## src/hw/tsd_pkg.sv

```systemverilog
/*
  constants and carrier types of the tile status and debug register bank.
  assumes a single core clock domain; no imports, all uses are scoped.
*/
`default_nettype none
package tsd_pkg;
  localparam int ADDR_W = 8;
  localparam int NUM_OSC = 4;
  localparam int NUM_BRK = 4;
  localparam int NUM_SCRATCH = 8;
  localparam int NUM_THREADS = 8;
  // register indices
  localparam logic [7:0] IDX_OSC_CTRL = 8'h06;
  localparam logic [7:0] IDX_OSC_BASE = 8'h07;
  localparam logic [7:0] IDX_MEM_SIZE = 8'h0c;
  localparam logic [7:0] IDX_STATUS = 8'h10;
  localparam logic [7:0] IDX_PC = 8'h11;
  localparam logic [7:0] IDX_SP = 8'h12;
  localparam logic [7:0] IDX_RD_THREAD = 8'h13;
  localparam logic [7:0] IDX_RD_REGNUM = 8'h14;
  localparam logic [7:0] IDX_CAUSE = 8'h15;
  localparam logic [7:0] IDX_CAUSE_DATA = 8'h16;
  localparam logic [7:0] IDX_STOP_MASK = 8'h18;
  localparam logic [7:0] IDX_SCRATCH = 8'h20;
  localparam logic [7:0] IDX_BRK_ADDR = 8'h30;
  localparam logic [7:0] IDX_BRK_CTRL = 8'h40;
  // field positions and masks
  localparam int OSC_CORE_BIT = 1;
  localparam int OSC_PERIPH_BIT = 0;
  localparam logic [31:0] OSC_CTRL_MASK = 32'h0000_0003;
  localparam logic [31:0] STATUS_MASK = 32'h0000_07df;
  localparam logic [31:0] STATUS_WR_MASK = 32'h0000_06df;
  localparam logic [31:0] CAUSE_MASK = 32'h0003_ff07;
  localparam logic [31:0] BRK_CTRL_MASK = 32'h00ff_0003;
  localparam int BRK_ARM_BIT = 0;
  localparam int BRK_NEQ_BIT = 1;
  localparam int BRK_THR_LSB = 16;
  // cause codes
  localparam logic [2:0] CAUSE_NONE = 3'h0;
  localparam logic [2:0] CAUSE_HOST = 3'h1;
  localparam logic [2:0] CAUSE_DEBUG_CALL_INSTRUCTION = 3'h2;
  localparam logic [2:0] CAUSE_IBREAK = 3'h3;
  localparam logic [2:0] CAUSE_DWATCH = 3'h4;
  localparam logic [2:0] CAUSE_RWATCH = 3'h5;
  // least stop time before a counter read, in core clocks
  localparam int OSC_SETTLE_CYCLES = 10;

  typedef struct packed {
    logic        write;
    logic        debug;
    logic [7:0]  index;
    logic [31:0] wdata;
  } tsd_req_type;

  typedef struct packed {
    logic        valid;
    logic [2:0]  cause;
    logic [7:0]  thread;
    logic [3:0]  hits;
    logic [31:0] data;
  } tsd_event_type;

  typedef struct packed {
    logic [10:0] status;
    logic [31:0] pc;
    logic [31:0] sp;
  } tsd_thread_type;
endpackage
`default_nettype wire

```

## src/hw/tsd_regs.sv

```systemverilog
/*
  processor-status and debug register bank of one tile.
  assumes requests from the status instructions and the debugger, the
  oscillator ticks and the thread state all arrive synchronous to clock.
*/
// Functional notes
// - four oscillator counters, control at 0x06
// - bit1 core, bit0 peripheral enable, reset 0
// - four 16-bit counts at 0x07 onward
// - counter values survive reset
// - oscillators asynchronous, usable as random bits
// - memory size in bits 31:2 at 0x0c
// - capture thread status word on debugger entry
// - capture pc and sp on entry
// - remote read thread 7:0, register 4:0
// - cause code 1..5 in bits 2:0
// - breakpoint index, lowest wins, zero otherwise
// - causing thread in 15:8, zero for host
// - data register takes address or resource id
// - stop mask keeps marked threads from running outside debug mode
// - eight scratch words shared with config space
// - four breakpoint addresses matched against pc
// - arm bit, inequality bit, per-thread enables
`timescale 1ns/1ps
`default_nettype none
module tsd_regs #(
  parameter logic [31:0] RAM_BYTES = 32'h0008_0000
) (
  input  wire logic                   clock,
  input  wire logic                   rst_n,
  input  wire logic                   req_valid,
  input  wire tsd_pkg::tsd_req_type   req,
  output var  logic                   ack,
  output var  logic [31:0]            rdata,
  input  wire logic                   cfg_valid,
  input  wire logic                   cfg_write,
  input  wire logic [2:0]             cfg_index,
  input  wire logic [31:0]            cfg_wdata,
  output var  logic                   cfg_ack,
  output var  logic [31:0]            cfg_rdata,
  input  wire logic [3:0]             osc_tick,
  input  wire tsd_pkg::tsd_event_type ext_event,
  input  wire logic                   exec_valid,
  input  wire logic [2:0]             exec_thread,
  input  wire logic [31:0]            exec_pc,
  input  wire tsd_pkg::tsd_thread_type thread_state,
  input  wire logic                   debug_return,
  output var  logic                   debug_enter,
  output var  logic                   debug_mode,
  output var  logic [7:0]             thread_stop,
  output var  logic [7:0]             remote_register_read_thread,
  output var  logic [4:0]             remote_register_read_regnum
);

  initial begin
    if (RAM_BYTES[1:0] != 2'h0) begin
      $error("tsd_regs: RAM_BYTES must be a multiple of four");
    end
  end

  ////////////////////////////////////////////////////////////////////
  // request decode
  logic wr;
  logic dbg_wr;
  assign wr = req_valid && req.write;
  assign dbg_wr = wr && req.debug;

  logic [1:0]  osc_ctrl;
  // power-on zero; system reset leaves the counts alone
  logic [15:0] osc_count [tsd_pkg::NUM_OSC] = '{default: 16'h0000};
  logic [10:0] saved_status_word;
  logic [31:0] saved_pc;
  logic [31:0] saved_sp;
  logic [7:0]  rd_thread;
  logic [4:0]  rd_regnum;
  logic [31:0] cause_reg;
  logic [31:0] cause_data;
  logic [7:0]  stop_mask;
  logic [31:0] scratch [tsd_pkg::NUM_SCRATCH];
  logic [31:0] brk_addr [tsd_pkg::NUM_BRK];
  logic [31:0] brk_ctrl [tsd_pkg::NUM_BRK];

  ////////////////////////////////////////////////////////////////////
  // oscillator control
  always_ff @(posedge clock or negedge rst_n) begin
    if (!rst_n) begin
      osc_ctrl <= 2'h0;
    end else if (wr && req.index == tsd_pkg::IDX_OSC_CTRL) begin
      osc_ctrl <= req.wdata[1:0];
    end
  end

  // counters are never reset; ticks come from free-running rings
  logic [3:0] osc_run;
  assign osc_run = {osc_ctrl[tsd_pkg::OSC_PERIPH_BIT], osc_ctrl[tsd_pkg::OSC_PERIPH_BIT],
                    osc_ctrl[tsd_pkg::OSC_CORE_BIT], osc_ctrl[tsd_pkg::OSC_CORE_BIT]};

  genvar g;
  generate
    for (g = 0; g < tsd_pkg::NUM_OSC; g = g + 1) begin : g_osc
      always_ff @(posedge clock) begin
        if (osc_run[g] && osc_tick[g]) begin
          osc_count[g] <= osc_count[g] + 16'h0001;
        end
      end
    end
  endgenerate

  ////////////////////////////////////////////////////////////////////
  // instruction breakpoints
  logic [3:0] brk_hit;
  always_comb begin
    for (int i = 0; i < tsd_pkg::NUM_BRK; i++) begin
      brk_hit[i] = exec_valid && !debug_mode
        && brk_ctrl[i][tsd_pkg::BRK_ARM_BIT]
        && brk_ctrl[i][tsd_pkg::BRK_THR_LSB + 32'(exec_thread)]
        && ((exec_pc == brk_addr[i]) != brk_ctrl[i][tsd_pkg::BRK_NEQ_BIT]);
    end
  end

  // lowest numbered hit wins
  function automatic logic [1:0] lowest(input logic [3:0] hits);
    logic [1:0] idx;
    idx = 2'h0;
    for (int i = tsd_pkg::NUM_BRK - 1; i >= 0; i--) begin
      if (hits[i]) begin
        idx = 2'(i);
      end
    end
    return idx;
  endfunction

  ////////////////////////////////////////////////////////////////////
  // debug entry resolution
  logic        entry;
  logic [2:0]  entry_cause;
  logic [7:0]  entry_thread;
  logic [1:0]  entry_index;
  logic [31:0] entry_data;

  always_comb begin
    entry = 1'b0;
    entry_cause = tsd_pkg::CAUSE_NONE;
    entry_thread = 8'h00;
    entry_index = 2'h0;
    entry_data = cause_data;
    if (!debug_mode) begin
      if (ext_event.valid && ext_event.cause == tsd_pkg::CAUSE_HOST) begin
        entry = 1'b1;
        entry_cause = tsd_pkg::CAUSE_HOST;
      end else if (ext_event.valid && ext_event.cause == tsd_pkg::CAUSE_DEBUG_CALL_INSTRUCTION) begin
        entry = 1'b1;
        entry_cause = tsd_pkg::CAUSE_DEBUG_CALL_INSTRUCTION;
        entry_thread = ext_event.thread;
      end else if (|brk_hit) begin
        entry = 1'b1;
        entry_cause = tsd_pkg::CAUSE_IBREAK;
        entry_thread = {5'h00, exec_thread};
        entry_index = lowest(brk_hit);
      end else if (ext_event.valid && (ext_event.cause == tsd_pkg::CAUSE_DWATCH
                   || ext_event.cause == tsd_pkg::CAUSE_RWATCH)) begin
        entry = 1'b1;
        entry_cause = ext_event.cause;
        entry_thread = ext_event.thread;
        entry_index = lowest(ext_event.hits);
        entry_data = ext_event.data;
      end
    end
  end

  always_ff @(posedge clock or negedge rst_n) begin
    if (!rst_n) begin
      debug_mode <= 1'b0;
      debug_enter <= 1'b0;
    end else begin
      debug_enter <= entry;
      if (entry) begin
        debug_mode <= 1'b1;
      end else if (debug_return) begin
        debug_mode <= 1'b0;
      end
    end
  end

  ////////////////////////////////////////////////////////////////////
  // captured thread state; capture beats a debugger write
  always_ff @(posedge clock or negedge rst_n) begin
    if (!rst_n) begin
      saved_status_word <= 11'h000;
      saved_pc <= 32'h0000_0000;
      saved_sp <= 32'h0000_0000;
    end else if (entry) begin
      saved_status_word <= thread_state.status & tsd_pkg::STATUS_MASK[10:0];
      saved_pc <= thread_state.pc;
      saved_sp <= thread_state.sp;
    end else if (dbg_wr) begin
      if (req.index == tsd_pkg::IDX_STATUS) begin
        saved_status_word <= (saved_status_word & ~tsd_pkg::STATUS_WR_MASK[10:0])
                           | (req.wdata[10:0] & tsd_pkg::STATUS_WR_MASK[10:0]);
      end else if (req.index == tsd_pkg::IDX_PC) begin
        saved_pc <= req.wdata;
      end else if (req.index == tsd_pkg::IDX_SP) begin
        saved_sp <= req.wdata;
      end
    end
  end

  ////////////////////////////////////////////////////////////////////
  // cause and cause data
  always_ff @(posedge clock or negedge rst_n) begin
    if (!rst_n) begin
      cause_reg <= 32'h0000_0000;
      cause_data <= 32'h0000_0000;
    end else if (entry) begin
      cause_reg <= {14'h0000, entry_index, entry_thread, 5'h00, entry_cause};
      cause_data <= entry_data;
    end else if (dbg_wr) begin
      if (req.index == tsd_pkg::IDX_CAUSE) begin
        cause_reg <= req.wdata & tsd_pkg::CAUSE_MASK;
      end else if (req.index == tsd_pkg::IDX_CAUSE_DATA) begin
        cause_data <= req.wdata;
      end
    end
  end

  ////////////////////////////////////////////////////////////////////
  // remote read operands and stop mask
  always_ff @(posedge clock or negedge rst_n) begin
    if (!rst_n) begin
      rd_thread <= 8'h00;
      rd_regnum <= 5'h00;
    end else if (dbg_wr) begin
      if (req.index == tsd_pkg::IDX_RD_THREAD) begin
        rd_thread <= req.wdata[7:0];
      end else if (req.index == tsd_pkg::IDX_RD_REGNUM) begin
        rd_regnum <= req.wdata[4:0];
      end
    end
  end

  always_ff @(posedge clock or negedge rst_n) begin
    if (!rst_n) begin
      stop_mask <= 8'h00;
    end else if (dbg_wr && req.index == tsd_pkg::IDX_STOP_MASK) begin
      stop_mask <= req.wdata[7:0];
    end
  end

  // marked threads are held only outside debug mode
  always_ff @(posedge clock or negedge rst_n) begin
    if (!rst_n) begin
      thread_stop <= 8'h00;
    end else if (entry || (debug_mode && !debug_return)) begin
      thread_stop <= 8'h00;
    end else begin
      thread_stop <= stop_mask;
    end
  end

  always_ff @(posedge clock or negedge rst_n) begin
    if (!rst_n) begin
      remote_register_read_thread <= 8'h00;
      remote_register_read_regnum <= 5'h00;
    end else begin
      remote_register_read_thread <= rd_thread;
      remote_register_read_regnum <= rd_regnum;
    end
  end

  ////////////////////////////////////////////////////////////////////
  // scratch words, reachable from both spaces; status side wins a tie
  logic [7:0] scr_off;
  assign scr_off = req.index - tsd_pkg::IDX_SCRATCH;

  always_ff @(posedge clock or negedge rst_n) begin
    if (!rst_n) begin
      for (int i = 0; i < tsd_pkg::NUM_SCRATCH; i++) begin
        scratch[i] <= 32'h0000_0000;
      end
    end else begin
      for (int i = 0; i < tsd_pkg::NUM_SCRATCH; i++) begin
        if (dbg_wr && scr_off == 8'(i)) begin
          scratch[i] <= req.wdata;
        end else if (cfg_valid && cfg_write && cfg_index == 3'(i)) begin
          scratch[i] <= cfg_wdata;
        end
      end
    end
  end

  always_ff @(posedge clock or negedge rst_n) begin
    if (!rst_n) begin
      cfg_ack <= 1'b0;
      cfg_rdata <= 32'h0000_0000;
    end else begin
      cfg_ack <= cfg_valid;
      if (cfg_valid && !cfg_write) begin
        cfg_rdata <= scratch[cfg_index];
      end
    end
  end

  ////////////////////////////////////////////////////////////////////
  // breakpoint address and control words
  logic [7:0] ba_off;
  logic [7:0] bc_off;
  assign ba_off = req.index - tsd_pkg::IDX_BRK_ADDR;
  assign bc_off = req.index - tsd_pkg::IDX_BRK_CTRL;

  always_ff @(posedge clock or negedge rst_n) begin
    if (!rst_n) begin
      for (int i = 0; i < tsd_pkg::NUM_BRK; i++) begin
        brk_addr[i] <= 32'h0000_0000;
        brk_ctrl[i] <= 32'h0000_0000;
      end
    end else if (dbg_wr) begin
      for (int i = 0; i < tsd_pkg::NUM_BRK; i++) begin
        if (ba_off == 8'(i)) begin
          brk_addr[i] <= req.wdata;
        end
        if (bc_off == 8'(i)) begin
          brk_ctrl[i] <= req.wdata & tsd_pkg::BRK_CTRL_MASK;
        end
      end
    end
  end

  ////////////////////////////////////////////////////////////////////
  // read mux
  logic [31:0] next_rdata;
  logic [7:0]  osc_off;
  assign osc_off = req.index - tsd_pkg::IDX_OSC_BASE;

  always_comb begin
    next_rdata = 32'h0000_0000;
    if (req.index == tsd_pkg::IDX_OSC_CTRL) begin
      next_rdata = {30'h0, osc_ctrl};
    end else if (req.index >= tsd_pkg::IDX_OSC_BASE && osc_off < 8'(tsd_pkg::NUM_OSC)) begin
      next_rdata = {16'h0000, osc_count[osc_off[1:0]]};
    end else if (req.index == tsd_pkg::IDX_MEM_SIZE) begin
      next_rdata = {RAM_BYTES[31:2], 2'h0};
    end else if (req.index == tsd_pkg::IDX_STATUS) begin
      next_rdata = {21'h0, saved_status_word};
    end else if (req.index == tsd_pkg::IDX_PC) begin
      next_rdata = saved_pc;
    end else if (req.index == tsd_pkg::IDX_SP) begin
      next_rdata = saved_sp;
    end else if (req.index == tsd_pkg::IDX_RD_THREAD) begin
      next_rdata = {24'h0, rd_thread};
    end else if (req.index == tsd_pkg::IDX_RD_REGNUM) begin
      next_rdata = {27'h0, rd_regnum};
    end else if (req.index == tsd_pkg::IDX_CAUSE) begin
      next_rdata = cause_reg;
    end else if (req.index == tsd_pkg::IDX_CAUSE_DATA) begin
      next_rdata = cause_data;
    end else if (req.index == tsd_pkg::IDX_STOP_MASK) begin
      next_rdata = {24'h0, stop_mask};
    end else if (req.index >= tsd_pkg::IDX_SCRATCH
                 && scr_off < 8'(tsd_pkg::NUM_SCRATCH)) begin
      next_rdata = scratch[scr_off[2:0]];
    end else if (req.index >= tsd_pkg::IDX_BRK_ADDR && ba_off < 8'(tsd_pkg::NUM_BRK)) begin
      next_rdata = brk_addr[ba_off[1:0]];
    end else if (req.index >= tsd_pkg::IDX_BRK_CTRL && bc_off < 8'(tsd_pkg::NUM_BRK)) begin
      next_rdata = brk_ctrl[bc_off[1:0]];
    end
  end

  always_ff @(posedge clock or negedge rst_n) begin
    if (!rst_n) begin
      ack <= 1'b0;
      rdata <= 32'h0000_0000;
    end else begin
      ack <= req_valid;
      if (req_valid && !req.write) begin
        rdata <= next_rdata;
      end
    end
  end

endmodule // tsd_regs
`default_nettype wire
```

## config.mk

```make
export PLATFORM = sky130hd
export DESIGN_NAME = tsd_regs
export DESIGN_NICKNAME = d
export VERILOG_FILES = /design/src/hw/tsd_pkg.sv /design/src/hw/tsd_regs.sv
export SDC_FILE = /design/constraint.sdc
export NUM_CORES = 2
export LEC_CHECK = 0
export BUFFER_PORTS_ARGS = -buffer_cell sky130_fd_sc_hd__buf_4
export CAP_MARGIN = 20
export CORE_UTILIZATION = 55
export DETAILED_ROUTE_END_ITERATION = 7
export GPL_TIMING_DRIVEN = 0
export HOLD_SLACK_MARGIN = 0.05
export PLACE_DENSITY_LB_ADDON = 0.1
export SYNTH_ARGS = -nofsm -noshare
export SYNTH_HDL_FRONTEND = slang
export SYNTH_SLANG_ARGS = --single-unit
```

## constraint.sdc

```tcl
create_clock -name clock -period 3.7 [get_ports clock]
set_input_delay 0.37 -clock clock [delete_from_list [all_inputs] [get_ports clock]]
set_output_delay 0.37 -clock clock [all_outputs]
set_load 0.1 [all_outputs]
```

Yosys cells after proc, flatten, opt, wreduce, memory -nomap -nowiden --
Memory sizes are Yosys's and may differ from the RTL's. Index checks and enable logic that the tools add are counted.
Operators by class: $lt $le $gt $ge 13, reduce and logical (&&, ||, !) cells 89, equality and inequality tests 50, bitwise logic cells 6, $add $sub $neg 9, mux-type cells 113
Operators with widths (count):
- 2-to-1 mux 32 bit | 59
- binary-select mux 32 bit (select 3 bit) | 2
- binary-select mux 32 bit (select 2 bit) | 2
- == test 32 bit | 4
- adder 16 x 1 -> 16 bit (second input constant) | 4
- == test 8 x 5 -> 1 bit (second input constant) | 8
- == test 8 x 2 -> 1 bit (second input constant) | 6
- logical AND 1 bit | 48
- 2-to-1 mux 8 bit | 6
- == test 8 x 3 -> 1 bit (second input constant) | 5
- 2-to-1 mux 11 bit | 3
- nonzero test 2 bit | 15
- 2-to-1 mux 2 bit | 13
- == test 8 x 1 -> 1 bit (second input constant) | 3
- zero test 8 bit | 3
- < comparator 8 x 3 -> 1 bit (second input constant) | 3
- AND reduction 2 bit | 11
- binary-select mux 1 bit (select 5 bit) | 4
- 2-to-1 mux 1 bit | 19
- == test 3 bit (second input constant) | 6
- greater-or-equal comparator 8 x 6 -> 1 bit (second input constant) | 2
- subtractor 8 x 6 -> 8 bit (second input constant) | 2
- 2-to-1 mux 3 bit | 5
- != test 2 bit (second input constant) | 7
- other kinds (25) | 40
Storage, ports and cells: bits in registers 675, RAM bits 64, input port bits 246, memories 1
Memories:
- osc_count | words 4, width 16, read ports 5, clocked after memory_dff 0, wr ports 4, line tsd_regs.sv:70 | logic [15:0] osc_count [tsd_pkg::NUM_OSC] = '{default: 16'h0000};

Depth between registers and ports, before layout --
depth after elaboration 19, depth in mapped cells 15, gate-level depth less buffers 11

Least setup slack after synthesis --
OpenSTA, ideal clock, no wires.
path kind reg2reg, from reg debug_mode, to reg cause_reg[10], arrival 2629 ps, required time 3561 ps, setup time 139 ps, path buffers 1, setup slack 931 ps, stages on the path, launching flop included 11, clock period less this slack 2769 ps, cells stage by stage dfrtp_1 -> nor2b_1 -> nand2_1 -> nor3_1 -> nor4b_1 -> nor2_1 -> o2111a_1 -> buf_2 -> a22o_1 -> a222oi_1 -> a221oi_1
Between the ends: longest elaborated chain between the ends 12
RTL lines:
- start: declaration | line tsd_regs.sv:49 | output var logic debug_mode,
- start signal: assignment | line tsd_regs.sv:173 | debug_mode <= 1'b0;
- start signal: assignment | line tsd_regs.sv:178 | debug_mode <= 1'b1;
- start signal: assignment | line tsd_regs.sv:180 | debug_mode <= 1'b0;
- zero test 1 bit
- logical AND 1 bit | line tsd_regs.sv:114 | brk_hit[i] = exec_valid && !debug_mode
- logical AND 1 bit | line tsd_regs.sv:115 | && brk_ctrl[i][tsd_pkg::BRK_ARM_BIT]
- logical AND 1 bit | line tsd_regs.sv:116 | && brk_ctrl[i][tsd_pkg::BRK_THR_LSB + 32'(exec_thread)]
- logical AND 1 bit | line tsd_regs.sv:117 | && ((exec_pc == brk_addr[i]) != brk_ctrl[i][tsd_pkg::BRK_NEQ_BIT]);
- OR reduction 4 bit | line tsd_regs.sv:155 | end else if (|brk_hit) begin
- 2-to-1 mux 1 bit | line tsd_regs.sv:155
- 2-to-1 mux 1 bit | line tsd_regs.sv:151 | end else if (ext_event.valid && ext_event.cause == tsd_pkg::CAUSE_DEBUG_CALL_INSTRUCTION) begin
- 2-to-1 mux 1 bit | line tsd_regs.sv:148 | if (ext_event.valid && ext_event.cause == tsd_pkg::CAUSE_HOST) begin
- 2-to-1 mux 1 bit | line tsd_regs.sv:147 | if (!debug_mode) begin
- nonzero test 2 bit (no line)
- AND reduction 2 bit (no line)
- end signal: assignment | line tsd_regs.sv:215 | cause_reg <= {14'h0000, entry_index, entry_thread, 5'h00, entry_cause};
- end signal: assignment | line tsd_regs.sv:219 | cause_reg <= req.wdata & tsd_pkg::CAUSE_MASK;
- end: declaration | line tsd_regs.sv:76 | logic [31:0] cause_reg;
Several ways; a longest one is shown, not always the timed one. A chain may end at the register's enable or synchronous reset.

Worst setup path after layout --
from in req[33] (netlist bit), to reg rdata[21]
Between the ends: longest elaborated chain between the ends 19
RTL lines:
- start: declaration | line tsd_regs.sv:32 | input wire tsd_pkg::tsd_req_type req,
- branches (longest 18 deep; another with subtractor 8 x 7 -> 8 bit)
- 2-to-1 mux 32 bit (*) | line tsd_regs.sv:336 | if (req.index == tsd_pkg::IDX_OSC_CTRL) begin
- end signal: assignment | line tsd_regs.sv:375 | rdata <= next_rdata;
- end: declaration | line tsd_regs.sv:34 | output var logic [31:0] rdata,
Mark *: on every way between the ends. The select of a mux whose other input is x is not followed.

==> impl_metrics.csv <==
group,metric,value,unit
sta,timing.hold.ws,0.0605,ns
final_layout,largest_registers,"scratch: 256 flops, brk_addr: 128 flops, osc_count: 64 flops",
cts,cts_tree,"yes",
final_layout,regMostFlops,"scratch",
sta,rsz0062_at_grt,"false",
detailed_routing,totalWireLength,150,mm
floorplan,rows,97,
synth,syn_inst,3442,
detailed_routing,vias_per_cell,6.60,
detailed_routing,dr.pass1.iters,8,
global_routing,grt_max_degree,120,
synth,ys_ff_latch,719,
sta,maxSlewHeadroom,0.208,
synth,synth_flop_cell,"dfrtp_1",
cts,cts_buffers,80,
cts,htree_levels,3,
flow_run,maxCapViolations,0,
power_and_ir_drop,p_per_area,497,nW/um2
detailed_routing,drc,0,
critical_path,critPathSlowestCell,"clkbuf_1",
global_routing,antenna_found_initial,16,
sta,period_needed,3.76,ns
sta,fin_ws,-0.0644,ns
floorplan,pin_count,335,
synth,async_flop_share,0.911,
placed_design,dp_cells,4676,
critical_path,cp_slowest_stage_delay,0.71,ns
cts,worst_skew_pair.late_latency,0.65,ns
critical_path,cp_common_cell,"o21ai_0",
global_routing,grtUsageTotal,0.419,
power_and_ir_drop,p_leak,20.7,nW
critical_path,reg2reg_setup_slack,0.10,ns
final_layout,multiInputGateArea,19500,um2
critical_path,worstSetupPathType,"in2reg",
synth,synthesis.area,39200,um2
synth,synthTopCellsByArea,"dfrtp_1 (42%), mux4_2 (11%), mux2i_1 (11%)",
final_layout,syn_to_final_growth,19.5,%
floorplan,core_area,70300,um2
critical_path,cp_cell_sequence,"buf_4 > buf_2 > clkdlybuf4s15_2 > clkbuf_1 > mux4_2 > mux2i_1 > o21ai_0 > a21oi_1 > nor2_1 > a221oi_1 > o21ai_0",
run_status,violations,"negative setup slack",
floorplan,fp.dieW,269,um
sta,fmax,266,MHz
synth,synth_top_area_cell,"dfrtp_1",
placed_design,dp_hpwl,108,mm
synth,yosys_warnings,0,
floorplan,die_area,72300,um2
final_layout,final_nets,4196,
sta,worst_slew_pin_slew,1.19,ns
hold_path,whs_endpoint,"cause_reg[12]",
final_layout,stdcell_count,4953,
cts,post_cts_buffers,0,
critical_path,cp-end-kind,"register",
final_layout,largest_register_ffs,256,
critical_path,rr_worst_depth,11,
power_and_ir_drop,ir_drop,0.517,mV
critical_path,reg2reg_to,"saved_sp[5]",
detailed_routing,vias,32700,
synth,synth_fp_nets,3698,
cts,cts_root_buf,"clkbuf_16",
cts,clk_path_buf_depth,3,
hold_path,min_path_type,"in2reg",
critical_path,worstPathArrival,4.27,ns
critical_path,start_kind,"input pin",
synth,syn_area_per_cell,11.4,um2
detailed_routing,drt_first_iter_violations,4528,
global_routing,grt_pass1_vias,32000,
placed_design,gp_congestion,1.03,
sta,period_share,1.02,
run_status,status,"complete, but fails checks",
sta,hold_viol,0,
power_and_ir_drop,total_power,23.3,mW
cts,clkTransAtPathRegs,0.06,ns
global_routing,overflow,0,
detailed_routing,wl_per_cell,30.3,um
final_layout,seq_area,18300,um2
sta,slew_violations,0,
final_layout,final_common_cell,"dfrtp_1",
critical_path,r2r-start,"brk_addr[36]",
placed_design,portBuffers,282,
final_layout,drive_above_1_share,0.225,
hold_path,min-delay-start,"ext_event[40]",
synth,synth_edf_count,64,
detailed_routing,postRouteAntennaNets,0,
synth,yosysSeqAreaShare,0.468,
synth,synth_cell_types,65,
sta,setup_viol,2,
cts,clock_sinks,719,
final_layout,nFillCells,5483,
synth,synth_top_area_frac,0.419,
global_routing,grt_pass1_wl,216,mm
floorplan,start_util,0.557,
sta,clock-skew-final,0.0173,ns
critical_path,crit_fanout,10,
floorplan,fp.dieH,269,um
critical_path,worst_ep_required_time,4.21,ns
hold_path,hold_path_depth,3,
final_layout,layout_common_cells,"dfrtp_1 (655), mux2i_1 (421), nand2_1 (353)",
[cells by family (layout without fill, tap and decap cells)]
kind of cell               after synthesis  in the layout  synth area share
xor gates and xnor gates               187            187            0.0418
and+or+nand+nor                        748            748            0.0830
AOI/OAI and AO/OA                      630            630            0.0910
DFF                                    719            719             0.468
adders and majority gates               10             10           0.00320
buffers and inverters                  324            886            0.0341
other                                    0              9                 0
muxes                                  824            824             0.279
[final cells by class]
type,count,area share
antenna,9,0.000481
buffer,305,0.0278
clock buffer,119,0.0520
clock inverter,27,0.00650
inverter,18,0.00144
multi-input combinational,2399,0.417
sequential,719,0.391
tap,940,0.0251
timing repair buffer,417,0.0778
[worst max-delay path by stage]
stage / start / to / slack, ns / cells past startpoint
2_1_floorplan: debug_mode / cause_reg[10] / 0.93 / 10
3_3_place_gp: rst_n / saved_sp[20] / -5.35 / 1
3_5_place_dp: req[34] / scratch[4] / -0.92 / 8
4_1_cts: req[33] / rdata[26] / 0.04 / 10
5_1_grt: brk_addr[46] / saved_sp[13] / 0.01 / 11
6_report: req[33] / rdata[21] / -0.06 / 11
[power by group]
group	leakage, nW	internal [mW]	total, mW	switching [mW]
combinational	10.4	1.97	4.85	2.88
clock	1.36	4.97	8.45	3.48
sequential	8.96	9.11	9.96	0.850
total	20.7	16.0	23.3	7.21
[what timing repair did]
action                                 in CTS  in global routing
gates resized for setup                    13                  9
hold buffers                              119                  0
setup endpoints to repair                  88                 31
endpoints found under the hold margin     203                  0
[cell usage after synthesis (18+ instances only)]
cell type / n
nor4_1: 34
clkbuf_1: 201
and3_1: 22
mux4_2: 194
o21ai_0: 294
nand2_1: 353
a21oi_1: 181
a22oi_1: 20
o21ai_1: 33
nor2_1: 209
buf_2: 33
buf_1: 60
nand4_1: 21
dfrtp_1: 655
xor2_1: 144
xnor2_1: 43
mux2_2: 209
a221oi_1: 32
inv_1: 18
nand3_1: 39
mux2i_1: 421
edfxtp_1: 64
[metal layers]
metal / global-route usage / vias up / part of all wire
met3: 0.125 / 417 / 0.12
met4: 0.188 / 12 / 0.049
li1: - / 13500 / -
met5: 0 / - / 0.00049
met2: 0.618 / 2224 / 0.44
met1: 0.572 / 16500 / 0.38
[metrics by stage]
step | setup slack [ns] | cell area (um2) | TNS [ns] | utilization
after global routing | 0.0111 | 46800 | 0 | 0.666
after global placement | -5.35 | 42500 | -3540.91 | 0.604
final | -0.0644 | 46800 | -0.105 | 0.666
after CTS | 0.0362 | 46700 | 0 | 0.665
after detailed placement | -0.917 | 42700 | -94.67 | 0.608
after floorplan | 0.931 | 39200 | 0 | -
[worst max-delay path: cells and delay by family]
family	cells	cell delay (ns)
muxes	2	0.96
buffers and inverters	4	1.70
and+or+nand+nor	1	0.07
AOI/OAI and AO/OA	4	1.14
(Power assumes the default switching activity.)
